File: src/design/rirq_pkg.sv
/*
 * Constants, types and register map of the radio interrupt routing and
 * configuration block. Assumes one 200 MHz clock and an 8-bit register port.
 */
package rirq_pkg;

	// ****************************************
	// Register map
	// ****************************************
	localparam logic [7:0] RIRQ_OFS_QLVL = 8'h05;
	localparam logic [7:0] RIRQ_OFS_AMP = 8'h0c;
	localparam logic [7:0] RIRQ_OFS_IRQCFG = 8'h0d;
	localparam logic [7:0] RIRQ_OFS_CTL = 8'h0e;
	localparam logic [7:0] RIRQ_OFS_THR = 8'h0f;
	localparam logic [7:0] RIRQ_OFS_FILT = 8'h10;

	localparam logic [7:0] RIRQ_RST_AMP = 8'h38;
	localparam logic [7:0] RIRQ_RST_IRQCFG = 8'h00;
	localparam logic [7:0] RIRQ_RST_CTL = 8'h01;
	localparam logic [7:0] RIRQ_RST_THR = 8'h00;
	localparam logic [7:0] RIRQ_RST_FILT = 8'ha3;
	localparam logic [5:0] RIRQ_RST_QLVL = 6'h0f;

	// Passive filter bandwidth in kHz, indexed by its code
	localparam logic [9:0] RIRQ_PASSIVE_KHZ [16] = '{10'h41, 10'h52, 10'h6d, 10'h89, 10'h9d,
		10'hb8, 10'hd3, 10'hea, 10'h106, 10'h141, 10'h17a, 10'h19e, 10'h1ca, 10'h202,
		10'h2a4, 10'h3db};

	// Bit positions
	localparam int RIRQ_B_OVR = 0;
	localparam int RIRQ_B_NEMPTY = 1;
	localparam int RIRQ_B_FULL = 2;
	localparam int RIRQ_B_LINEB_TX = 3;
	localparam int RIRQ_B_LOCK_EN = 0;
	localparam int RIRQ_B_LOCK = 1;
	localparam int RIRQ_B_LVL_FLAG = 2;
	localparam int RIRQ_B_LVL_EN = 3;
	localparam int RIRQ_B_TXST = 4;
	localparam int RIRQ_B_TXC = 5;
	localparam int RIRQ_B_FILL = 6;
	localparam int RIRQ_B_FILL_M = 7;

	// ****************************************
	// Timing
	// ****************************************
	localparam int RIRQ_CLK_NS = 5;
	localparam int RIRQ_RAMP_3_NS = 3000;
	localparam int RIRQ_RAMP_8_5_NS = 8500;
	localparam int RIRQ_RAMP_15_NS = 15000;
	localparam int RIRQ_RAMP_23_NS = 23000;
	localparam int RIRQ_RAMP_3_CYC = (RIRQ_RAMP_3_NS + RIRQ_CLK_NS - 1) / RIRQ_CLK_NS;
	localparam int RIRQ_RAMP_8_5_CYC = (RIRQ_RAMP_8_5_NS + RIRQ_CLK_NS - 1) / RIRQ_CLK_NS;
	localparam int RIRQ_RAMP_15_CYC = (RIRQ_RAMP_15_NS + RIRQ_CLK_NS - 1) / RIRQ_CLK_NS;
	localparam int RIRQ_RAMP_23_CYC = (RIRQ_RAMP_23_NS + RIRQ_CLK_NS - 1) / RIRQ_CLK_NS;

	// ****************************************
	// Types
	// ****************************************
	typedef enum logic [2:0] {
		RIRQ_OP_STBY = 3'h1,
		RIRQ_OP_RX = 3'h2,
		RIRQ_OP_TX = 3'h4
	} rirq_op_t;

	typedef enum logic [1:0] {
		RIRQ_FILL_IDLE = 2'h1,
		RIRQ_FILL_RUN = 2'h2
	} rirq_fill_t;

	typedef struct packed {
		logic sync;
		logic byte_written_event;
		logic payload_ready_event;
		logic address_match_event;
		logic checksum_good_event;
		logic recovered_bit_clock;
		logic overrun;
		logic last_bit_out;
	} rirq_events_t;

	typedef struct packed {
		logic full;
		logic empty;
		logic [6:0] count;
	} rirq_queue_t;

endpackage : rirq_pkg

File: src/design/rirq_top.sv
/*
 * Interrupt line routing, queue flags, fill and transmit-start control,
 * signal level and lock flags, and filter settings of the radio.
 * Assumes radio events and queue status come from logic on the same clock;
 * only the raw lock indication comes from outside and is synchronised.
 */
// Strobed register access was decided locally.
`timescale 1ns/100ps
module rirq_top #(
	parameter int RAMP_23_CYC = rirq_pkg::RIRQ_RAMP_23_CYC
) (
	// Clock and reset
	input wire logic clock,
	input wire logic resetn,
	// Register port
	input wire logic [7:0] reg_addr,
	input wire logic [7:0] reg_wdata,
	input wire logic reg_wr,
	input wire logic reg_rd,
	output logic [7:0] reg_rdata,
	// Radio state and events
	input wire logic [1:0] data_mode_field,
	input wire rirq_pkg::rirq_op_t op_mode,
	input wire logic addr_filter_en,
	input wire rirq_pkg::rirq_events_t events,
	input wire rirq_pkg::rirq_queue_t queue,
	input wire logic [7:0] signal_level,
	input wire logic synth_lock_raw,
	// Interrupt lines and lock pin
	output logic int_line_a,
	output logic int_line_b,
	output logic lock_output_pin_o,
	output logic lock_output_pin_oe,
	// Radio control
	output logic tx_start,
	output logic queue_clear,
	output logic fill_enable,
	output logic [12:0] amp_ramp_cycles,
	output logic [9:0] passive_bw_khz,
	output logic [8:0] rx_bw_offset_khz
);
	import rirq_pkg::*;

	// ****************************************
	// Functions
	// ****************************************
	function automatic logic [12:0] ramp_cycles(input logic [1:0] sel);
		case (sel)
			2'h0: ramp_cycles = 13'(RIRQ_RAMP_3_CYC);
			2'h1: ramp_cycles = 13'(RIRQ_RAMP_8_5_CYC);
			2'h2: ramp_cycles = 13'(RIRQ_RAMP_15_CYC);
			default: ramp_cycles = 13'(RAMP_23_CYC);
		endcase
	endfunction : ramp_cycles

	function automatic logic wr_at(input logic [7:0] ofs);
		wr_at = reg_wr && (reg_addr == ofs);
	endfunction : wr_at

	// ****************************************
	// Registers and state
	// ****************************************
	logic [7:0] amp_reg;
	logic [1:0] line_a_rx_source_sel_reg;
	logic [1:0] line_b_rx_source_sel_reg;
	logic line_b_tx_source_sel_reg;
	logic queue_overrun_flag_reg;
	logic fill_method_sel_reg;
	logic transmit_complete_reg;
	logic tx_start_condition_sel_reg;
	logic signal_level_irq_enable_reg;
	logic signal_level_irq_flag_reg;
	logic synth_lock_status_reg;
	logic synth_lock_detect_enable_reg;
	logic [7:0] signal_level_threshold_reg;
	logic [7:0] filt_reg;
	logic [5:0] queue_level_setting_reg;
	rirq_fill_t fill_reg, fill_next;
	logic [2:0] lock_sync_reg;
	logic lock_level_reg;
	logic line_a_next, line_b_next, tx_start_next;
	logic [7:0] rdata_next;

	wire logic is_cont = (data_mode_field == 2'h0);
	wire logic is_buf = (data_mode_field == 2'h1);
	wire logic is_tx = (op_mode == RIRQ_OP_TX);
	wire logic queue_empty_flag = !queue.empty;
	wire logic queue_full_flag = queue.full;
	wire logic thr_hit = (queue.count >= {1'b0, queue_level_setting_reg});
	wire logic lvl_src = signal_level_irq_flag_reg;
	wire logic lvl_above = signal_level > signal_level_threshold_reg;
	wire logic ovr_clr = wr_at(RIRQ_OFS_IRQCFG) && reg_wdata[RIRQ_B_OVR];
	wire logic lvl_clr = wr_at(RIRQ_OFS_CTL) && reg_wdata[RIRQ_B_LVL_FLAG];
	wire logic lock_clr = wr_at(RIRQ_OFS_CTL) && reg_wdata[RIRQ_B_LOCK];

	// ****************************************
	// Configuration writes
	// ****************************************
	always_ff @(posedge clock or negedge resetn) begin
		if (!resetn) begin
			amp_reg <= RIRQ_RST_AMP;
			line_a_rx_source_sel_reg <= RIRQ_RST_IRQCFG[7:6];
			line_b_rx_source_sel_reg <= RIRQ_RST_IRQCFG[5:4];
			line_b_tx_source_sel_reg <= RIRQ_RST_IRQCFG[3];
			fill_method_sel_reg <= RIRQ_RST_CTL[7];
			tx_start_condition_sel_reg <= RIRQ_RST_CTL[4];
			signal_level_irq_enable_reg <= RIRQ_RST_CTL[3];
			synth_lock_detect_enable_reg <= RIRQ_RST_CTL[0];
			signal_level_threshold_reg <= RIRQ_RST_THR;
			filt_reg <= RIRQ_RST_FILT;
			queue_level_setting_reg <= RIRQ_RST_QLVL;
		end else begin
			if (wr_at(RIRQ_OFS_AMP)) amp_reg <= reg_wdata;
			if (wr_at(RIRQ_OFS_IRQCFG)) begin
				line_a_rx_source_sel_reg <= reg_wdata[7:6];
				line_b_rx_source_sel_reg <= reg_wdata[5:4];
				line_b_tx_source_sel_reg <= reg_wdata[RIRQ_B_LINEB_TX];
			end
			if (wr_at(RIRQ_OFS_CTL)) begin
				fill_method_sel_reg <= reg_wdata[RIRQ_B_FILL_M];
				tx_start_condition_sel_reg <= reg_wdata[RIRQ_B_TXST];
				signal_level_irq_enable_reg <= reg_wdata[RIRQ_B_LVL_EN];
				synth_lock_detect_enable_reg <= reg_wdata[RIRQ_B_LOCK_EN];
			end
			if (wr_at(RIRQ_OFS_THR)) signal_level_threshold_reg <= reg_wdata;
			if (wr_at(RIRQ_OFS_FILT)) filt_reg <= reg_wdata;
			if (wr_at(RIRQ_OFS_QLVL)) queue_level_setting_reg <= reg_wdata[5:0];
		end
	end

	// ****************************************
	// Sticky flags
	// ****************************************
	// An event in the clearing cycle wins, so no overrun or level crossing is lost
	always_ff @(posedge clock or negedge resetn) begin
		if (!resetn) begin
			queue_overrun_flag_reg <= 1'b0;
			queue_clear <= 1'b0;
			signal_level_irq_flag_reg <= 1'b0;
			synth_lock_status_reg <= 1'b0;
			transmit_complete_reg <= 1'b0;
		end else begin
			queue_overrun_flag_reg <= events.overrun || (queue_overrun_flag_reg && !ovr_clr);
			queue_clear <= ovr_clr;
			signal_level_irq_flag_reg <= signal_level_irq_enable_reg
				&& (lvl_above || (signal_level_irq_flag_reg && !lvl_clr));
			synth_lock_status_reg <= synth_lock_detect_enable_reg
				&& (lock_level_reg || (synth_lock_status_reg && !lock_clr));
			transmit_complete_reg <= events.last_bit_out
				|| (transmit_complete_reg && !(tx_start_next && !tx_start));
		end
	end

	// ****************************************
	// Lock input synchroniser
	// ****************************************
	// Third stage agreeing with the second filters single-cycle glitches
	always_ff @(posedge clock or negedge resetn) begin
		if (!resetn) begin
			lock_sync_reg <= 3'h0;
			lock_level_reg <= 1'b0;
		end else begin
			lock_sync_reg <= {lock_sync_reg[1:0], synth_lock_raw};
			if (lock_sync_reg[1] == lock_sync_reg[2]) begin
				lock_level_reg <= lock_sync_reg[2];
			end
		end
	end

	// ****************************************
	// Queue fill control
	// ****************************************
	always_comb begin
		fill_next = fill_reg;
		case (fill_reg)
			RIRQ_FILL_IDLE: begin
				if (is_buf && !fill_method_sel_reg && !is_tx && events.sync) begin
					fill_next = RIRQ_FILL_RUN;
				end else if (is_buf && fill_method_sel_reg && wr_at(RIRQ_OFS_CTL)
					&& reg_wdata[RIRQ_B_FILL]) begin
					fill_next = RIRQ_FILL_RUN;
				end
			end
			RIRQ_FILL_RUN: begin
				if (!is_buf || queue.full || events.overrun) begin
					fill_next = RIRQ_FILL_IDLE;
				end else if (fill_method_sel_reg && wr_at(RIRQ_OFS_CTL)
					&& !reg_wdata[RIRQ_B_FILL]) begin
					fill_next = RIRQ_FILL_IDLE;
				end
			end
			default: fill_next = RIRQ_FILL_IDLE;
		endcase
	end

	always_ff @(posedge clock or negedge resetn) begin
		if (!resetn) begin
			fill_reg <= RIRQ_FILL_IDLE;
			fill_enable <= 1'b0;
		end else begin
			fill_reg <= fill_next;
			fill_enable <= (fill_next == RIRQ_FILL_RUN);
		end
	end

	// ****************************************
	// Interrupt line routing and transmit start
	// ****************************************
	always_comb begin
		line_a_next = 1'b0;
		line_b_next = 1'b0;
		tx_start_next = 1'b0;
		if (!is_tx) begin
			if (is_cont) begin
				line_a_next = (line_a_rx_source_sel_reg == 2'h1) ? lvl_src : events.sync;
				line_b_next = events.recovered_bit_clock;
			end else begin
				case (line_a_rx_source_sel_reg)
					2'h3: line_a_next = (!is_buf && addr_filter_en) ?
						events.address_match_event : events.sync;
					2'h2: line_a_next = queue_empty_flag;
					2'h1: line_a_next = events.byte_written_event;
					default: line_a_next = !is_buf && events.payload_ready_event;
				endcase
				case (line_b_rx_source_sel_reg)
					2'h3: line_b_next = thr_hit;
					2'h2: line_b_next = lvl_src;
					2'h1: line_b_next = queue_full_flag;
					default: line_b_next = !is_buf && events.checksum_good_event;
				endcase
			end
		end else if (is_cont) begin
			line_b_next = events.recovered_bit_clock;
		end else begin
			line_b_next = line_b_tx_source_sel_reg ? transmit_complete_reg : queue_full_flag;
			if (is_buf || tx_start_condition_sel_reg) begin
				line_a_next = queue_empty_flag;
			end else begin
				line_a_next = thr_hit;
			end
			if (tx_start_condition_sel_reg) begin
				tx_start_next = !queue.empty;
			end else if (is_buf) begin
				tx_start_next = queue.full;
			end else begin
				tx_start_next = thr_hit;
			end
		end
	end

	always_ff @(posedge clock or negedge resetn) begin
		if (!resetn) begin
			int_line_a <= 1'b0;
			int_line_b <= 1'b0;
			tx_start <= 1'b0;
			lock_output_pin_o <= 1'b0;
			lock_output_pin_oe <= 1'b0;
		end else begin
			int_line_a <= line_a_next;
			int_line_b <= line_b_next;
			tx_start <= tx_start_next;
			lock_output_pin_o <= synth_lock_status_reg;
			lock_output_pin_oe <= synth_lock_detect_enable_reg;
		end
	end

	// ****************************************
	// Analog settings
	// ****************************************
	always_ff @(posedge clock or negedge resetn) begin
		if (!resetn) begin
			amp_ramp_cycles <= 13'h0;
			passive_bw_khz <= 10'h0;
			rx_bw_offset_khz <= 9'h0;
		end else begin
			amp_ramp_cycles <= ramp_cycles(amp_reg[4:3]);
			passive_bw_khz <= RIRQ_PASSIVE_KHZ[filt_reg[7:4]];
			// Offset holds for the nominal crystal; other crystals scale it linearly
			rx_bw_offset_khz <= 9'h19 * (9'(filt_reg[3:0]) + 9'h1);
		end
	end

	// ****************************************
	// Register read
	// ****************************************
	always_comb begin
		case (reg_addr)
			RIRQ_OFS_QLVL: rdata_next = {2'h0, queue_level_setting_reg};
			RIRQ_OFS_AMP: rdata_next = amp_reg;
			RIRQ_OFS_IRQCFG: rdata_next = {line_a_rx_source_sel_reg, line_b_rx_source_sel_reg,
				line_b_tx_source_sel_reg, queue_full_flag, queue_empty_flag,
				queue_overrun_flag_reg};
			RIRQ_OFS_CTL: rdata_next = {fill_method_sel_reg, fill_reg == RIRQ_FILL_RUN,
				transmit_complete_reg, tx_start_condition_sel_reg, signal_level_irq_enable_reg,
				signal_level_irq_flag_reg, synth_lock_status_reg, synth_lock_detect_enable_reg};
			RIRQ_OFS_THR: rdata_next = signal_level_threshold_reg;
			RIRQ_OFS_FILT: rdata_next = filt_reg;
			default: rdata_next = 8'h00;
		endcase
	end

	always_ff @(posedge clock or negedge resetn) begin
		if (!resetn) begin
			reg_rdata <= 8'h00;
		end else begin
			reg_rdata <= reg_rd ? rdata_next : 8'h00;
		end
	end
endmodule : rirq_top

File: config.mk
export PLATFORM = sky130hd
export DESIGN_NAME = rirq_top
export DESIGN_NICKNAME = d
export VERILOG_FILES = /design/src/design/rirq_pkg.sv /design/src/design/rirq_top.sv
export SDC_FILE = /design/constraint.sdc
export NUM_CORES = 1
export LEC_CHECK = 0
export CELL_PAD_IN_SITES_DETAIL_PLACEMENT = 0
export CELL_PAD_IN_SITES_GLOBAL_PLACEMENT = 1
export CORE_UTILIZATION = 28
export DETAILED_ROUTE_END_ITERATION = 8
export DONT_BUFFER_PORTS = 1
export HOLD_SLACK_MARGIN = 0.1
export PLACE_DENSITY = 0.5
export SYNTH_ARGS = -nofsm -noshare
export SYNTH_HDL_FRONTEND = slang
export SYNTH_SLANG_ARGS = --single-unit
File: constraint.sdc
create_clock -name clock -period 3.35 [get_ports clock]
set_input_delay 0.67 -clock clock [delete_from_list [all_inputs] [get_ports clock]]
set_output_delay 0.67 -clock clock [all_outputs]
set_load 0.05 [all_outputs]
Yosys cells after proc, flatten, opt, wreduce, memory -nomap -nowiden:

Memory sizes are Yosys's and may differ from the RTL's. A register that Yosys moved wholly into a read port is not among the register bits.
Index checks and enable logic that the tools add are counted.

* memories kept: 1
* bits in registers: 86
* output and inout port bits: 47
* memory bits (read-only): 160
* bits of input ports: 52

* magnitude comparators: 2
* reduce and logical (&&, ||, !) cells: 47
* equal/unequal tests: 20
* muxes and demuxes: 24
* add/sub/neg operators: 1
* multipliers: 1
* bitwise logic cells: 1

Memories
* (no name shown): words 16, bits a word 10, rd ports 1, clocked after Yosys merged registers in 1, wr ports 0, line rirq_top.sv:277 `passive_bw_khz <= RIRQ_PASSIVE_KHZ[filt_reg[7:4]];`

Operator list (number)
* $pmux W8 S6: 1
* $pmux W13 S3: 1
* $eq A8 B4 Y1 const B: 4
* $logic_and A1 B1 Y1: 27
* $eq A2 B2 Y1 const B: 7
* $mux W1: 14
* $logic_not A1 Y1: 11
* $eq A2 B1 Y1 const B: 5
* $mul A5 B5 Y9 const A: 1
* $eq A8 B3 Y1 const B: 1
* $eq A8 B5 Y1 const B: 1
* $gt A8 B8 Y1: 1
* $mux W2: 4
* $mux W8: 1
* $ge A7 B6 Y1: 1
* $logic_or A1 B1 Y1: 7
* $pmux W1 S3: 2
* $add A4 B1 Y5 const B: 1
* $not A4 Y5: 1
* $logic_not A2 Y1: 2
* $pmux W2 S2: 1
* $eq A3 B3 Y1 const B: 1
* $eq A1 B1 Y1: 1

Logic depth before layout (Yosys ltp):

* word-level depth: 9
* depth in mapped cells: 11

Worst setup path after synthesis:

No wires, ideal clock.

* path kind: register to register
* start: register filt_reg[0]
* end: register rx_bw_offset_khz[8]
* data required time: 3.225 ns
* cell stages (with the launch flop): 11
* path buffers: 0
* period minus slack after synthesis: 2.448 ns
* arrival: 2.323 ns
* setup time: 0.125 ns
* setup slack: 0.902 ns
* path through: dfstp_2 -> ha_1 -> xor2_1 -> ha_1 -> ha_1 -> inv_1 -> fa_1 -> inv_1 -> a21o_1 -> a21oi_1 -> xnor2_1

* cells in the longest elaborated chain, start to end: 2

Ends and longest elaborated chain
* from (decl): line rirq_top.sv:76 `logic [7:0] filt_reg;`
* from (signal assigned): line rirq_top.sv:126 `if (wr_at(RIRQ_OFS_FILT)) filt_reg <= reg_wdata;`
* $add A4 B1 Y5: line rirq_top.sv:279 `rx_bw_offset_khz <= 9'h19 * (9'(filt_reg[3:0]) + 9'h1);`
* $mul A5 B5 Y9: line rirq_top.sv:279
* to (signal assigned): line rirq_top.sv:279
* to (decl): line rirq_top.sv:40 `output logic [8:0] rx_bw_offset_khz`

Every way passes these cells.
A chain may end at the register's enable or synchronous reset.

Worst setup path after layout:

Ends and elaborated chain as after synthesis.

==> flow_summary.yaml <==
placed_design:
  dp.cells: 611
  finalWeightedCongestion: 0.7239
  port_buffers: 0
  place_ws_ns: 0.7161
  hpwl_mm: 8.400
timing:
  hold_slack_ns: 0.1695
  rsz0062_at_grt: "no"
  setup_viol: 0
  setup_ws_ns: 0.7285
  finalClockSkew_ns: 0.005818
  slew_viol_final: 0
  fmax_mhz: 381.5
  fin_setup_tns_ns: 0
  fin_crit_ns: 2.622
  relSlewSlack: 0.4208
  final.period_utilization: 0.7825
  worst_slew_pin_slew_ns: 0.8694
  hold_viol: 0
setup_path:
  crit_start: "filt_reg[0]$_DFFE_PN1P_"
  reg2reg_from: "filt_reg[0]$_DFFE_PN1P_"
  end_kind: "flop"
  worst_r2r_path_depth: 10
  timing.critical_path.to: "rx_bw_offset_khz[8]$_DFF_PN0_"
  regToRegEndpoint: "rx_bw_offset_khz[8]$_DFF_PN0_"
  critPathArrivalTime_ns: 2.85
  critPathLaunchType: "flop"
  crit_fanout: 7
  timing.reg2reg.setup_slack_ns: 0.73
  required_ns: 3.58
  path_class: "reg2reg"
clock_network:
  cts_setup_buffers: 0
  clock_latency_ns: 0.35
  cts_max_level: 3
  clkTransAtPathRegs_ns: 0.07
  cts.path.max_buffers: 2
  cts.hold.buffers_added: 1
  cts_sinks: 91
  cts_buffers: 9
  cts_root_buf: "clkbuf_16"
  cts_tree: "yes"
  cts_resized: 0
floorplan:
  rows: 47
  die_h_um: 132
  io_pins: 99
  dieArea_mm2: 0.01742
  initial_utilization: 0.2864
  coreArea_mm2: 0.01652
  die_w_um: 132
routing:
  avgRoutedWirePerCell_um: 18.48
  ant_nets: 0
  vias_per_cell: 4.779
  routed_wl_mm: 11.61
  remaining_drc_errors: 0
  vias: 3001
  drtPass1Iterations: 4
  drtIter0Drc: 159
grt:
  antenna_found_initial: 0
  grt_pass1_wl_mm: 18.32
  grt_max_degree: 79
  grt_pass1_vias: 3133
  grt_usage: 0.1415
  overflow: 0
layout:
  insertedDiodeCount: 0
  fin_cells: 628
  areaGrowthSynthToFinish_pct: 10.74
  fillers: 1668
  drive_gt1_frac: 0.1887
  layout.nets: 497
  top_regs: "passive_bw_khz (10), rx_bw_offset_khz (9)"
  top_register: "passive_bw_khz"
  layout_commonest_cell: "dfrtp_1"
  layout_common_cells: "dfrtp_1 (78), ha_1 (41), inv_1 (38)"
  largest_reg_flops: 10
yosys:
  syn-instance-count: 408
  async_flop_share: 1.000
  syn-cell-area_mm2: 0.004732
  yosys_warnings: 0
  ys.flop_type: "dfrtp_1"
  netlist-cell-type-count: 56
  synth.avg_cell_area_um2: 11.60
  seq_area_frac_synth: 0.4847
  ys_ff_latch: 91
  synth_edf_count: 0
pwr:
  power_w: 0.002699
  power_density_mw_per_mm2: 515.0
  p_leak_nw: 2.405
  ir_drop_uv: 248.7
worst_hold_path:
  hold_class: "in2async"
flow_run:
  timing.max_cap.violations: 0
status:
  status: "finished, final reports clean"
[power by group]
part | internal [W] | switching (W) | leakage, nW
Sequential | 0.00118 | 0.000200 | 1.11
Clock | 0.000618 | 0.000432 | 0.153
Combinational | 0.000123 | 0.000141 | 1.14
Total | 0.00193 | 0.000773 | 2.40
[synth_stat cells (2+ instances only)]
library cell  count  area [um^2]
xor2_1            3        26.28
a211o_1           2        17.52
a21oi_1          18        90.09
xnor2_1           3        26.28
nor4b_1           2        17.52
clkbuf_1          4        15.01
nor2_1           12        45.04
nor4_1            2        12.51
nor2b_1          10        62.56
dfrtp_1          78         1952
inv_1            38        142.6
a21o_1            4        30.03
nand4_1           3        18.77
dfstp_2          13        341.6
mux4_2           10        225.2
nand2_1          35        131.4
buf_4             6        45.04
and3_1            5        31.28
a31oi_1           2        12.51
mux2i_1           2        20.02
o211ai_1          4        30.03
ha_1             41        513.0
buf_2             8        40.04
a22oi_1           8        60.06
mux2_2           30        337.8
o21ai_0          21        105.1
nor3b_1           2        15.01
nor3_1            3        15.01
and4_1            2        17.52
a211oi_1          2        15.01
a21boi_0          8        60.06
nand3_1           3        15.01
[metal layers]
layer  global-route usage  part of all wire  vias up
li1                     -                 -     1421
met1               0.1870              0.47     1489
met2               0.2140              0.45       78
met3              0.04191             0.059       13
met4              0.06202             0.019        0
met5                    0                 0        -
[through the flow]
step / area (um^2) / utilization
floorplan: 4736 / -
global placement: 4907 / 0.2970
detailed placement: 4907 / 0.2970
CTS: 5240 / 0.3171
global route: 5240 / 0.3171
finish: 5240 / 0.3171
[worst min path at each step]
stage,start,to,slack [ns],cells after the start
after detailed placement,lock_sync_reg[0]$_DFF_PN0_,lock_sync_reg[1]$_DFF_PN0_,0.34,0
after CTS,resetn,synth_lock_detect_enable_reg$_DFFE_PN1N_,0.15,0
after floorplan,lock_sync_reg[0]$_DFF_PN0_,lock_sync_reg[1]$_DFF_PN0_,0.33,0
after global placement,lock_sync_reg[0]$_DFF_PN0_,lock_sync_reg[1]$_DFF_PN0_,0.33,0
after global routing,resetn,synth_lock_detect_enable_reg$_DFFE_PN1N_,0.15,0
final,resetn,filt_reg[7]$_DFFE_PN1P_,0.17,0
[kinds of logic (layout without fill, tap and decap cells)]
kind of cell / Yosys count / in the layout / synth area share
other cells: 1 / 2 / 0.0007925
simple gates: 90 / 90 / 0.1023
mux: 42 / 42 / 0.1232
compound gates: 78 / 78 / 0.1095
flops: 91 / 91 / 0.4847
buf+inv: 57 / 56 / 0.05367
xor+xnor: 6 / 6 / 0.01111
fa+ha+maj: 43 / 43 / 0.1148
[critical path, stage by stage, from the launching register on]
cell	delay (ns)
dfstp_2	0.58
ha_1	0.18
xor2_1	0.27
ha_1	0.29
ha_1	0.30
inv_1	0.06
fa_1	0.46
inv_1	0.07
a21o_1	0.11
a21oi_1	0.07
xnor2_1	0.12
[final cells by class]
cell class                 count  area (um^2)  area share
clock inverter                 4        48.80    0.009312
timing repair buffer           2        35.03    0.006686
tap                          220        275.3     0.05253
multi-input combinational    261         2188      0.4176
clock buffer                  12        256.5     0.04895
sequential                    91         2293      0.4377
inverter                      38        142.6     0.02722
No activity file was read; power rests on OpenSTA's default activity.
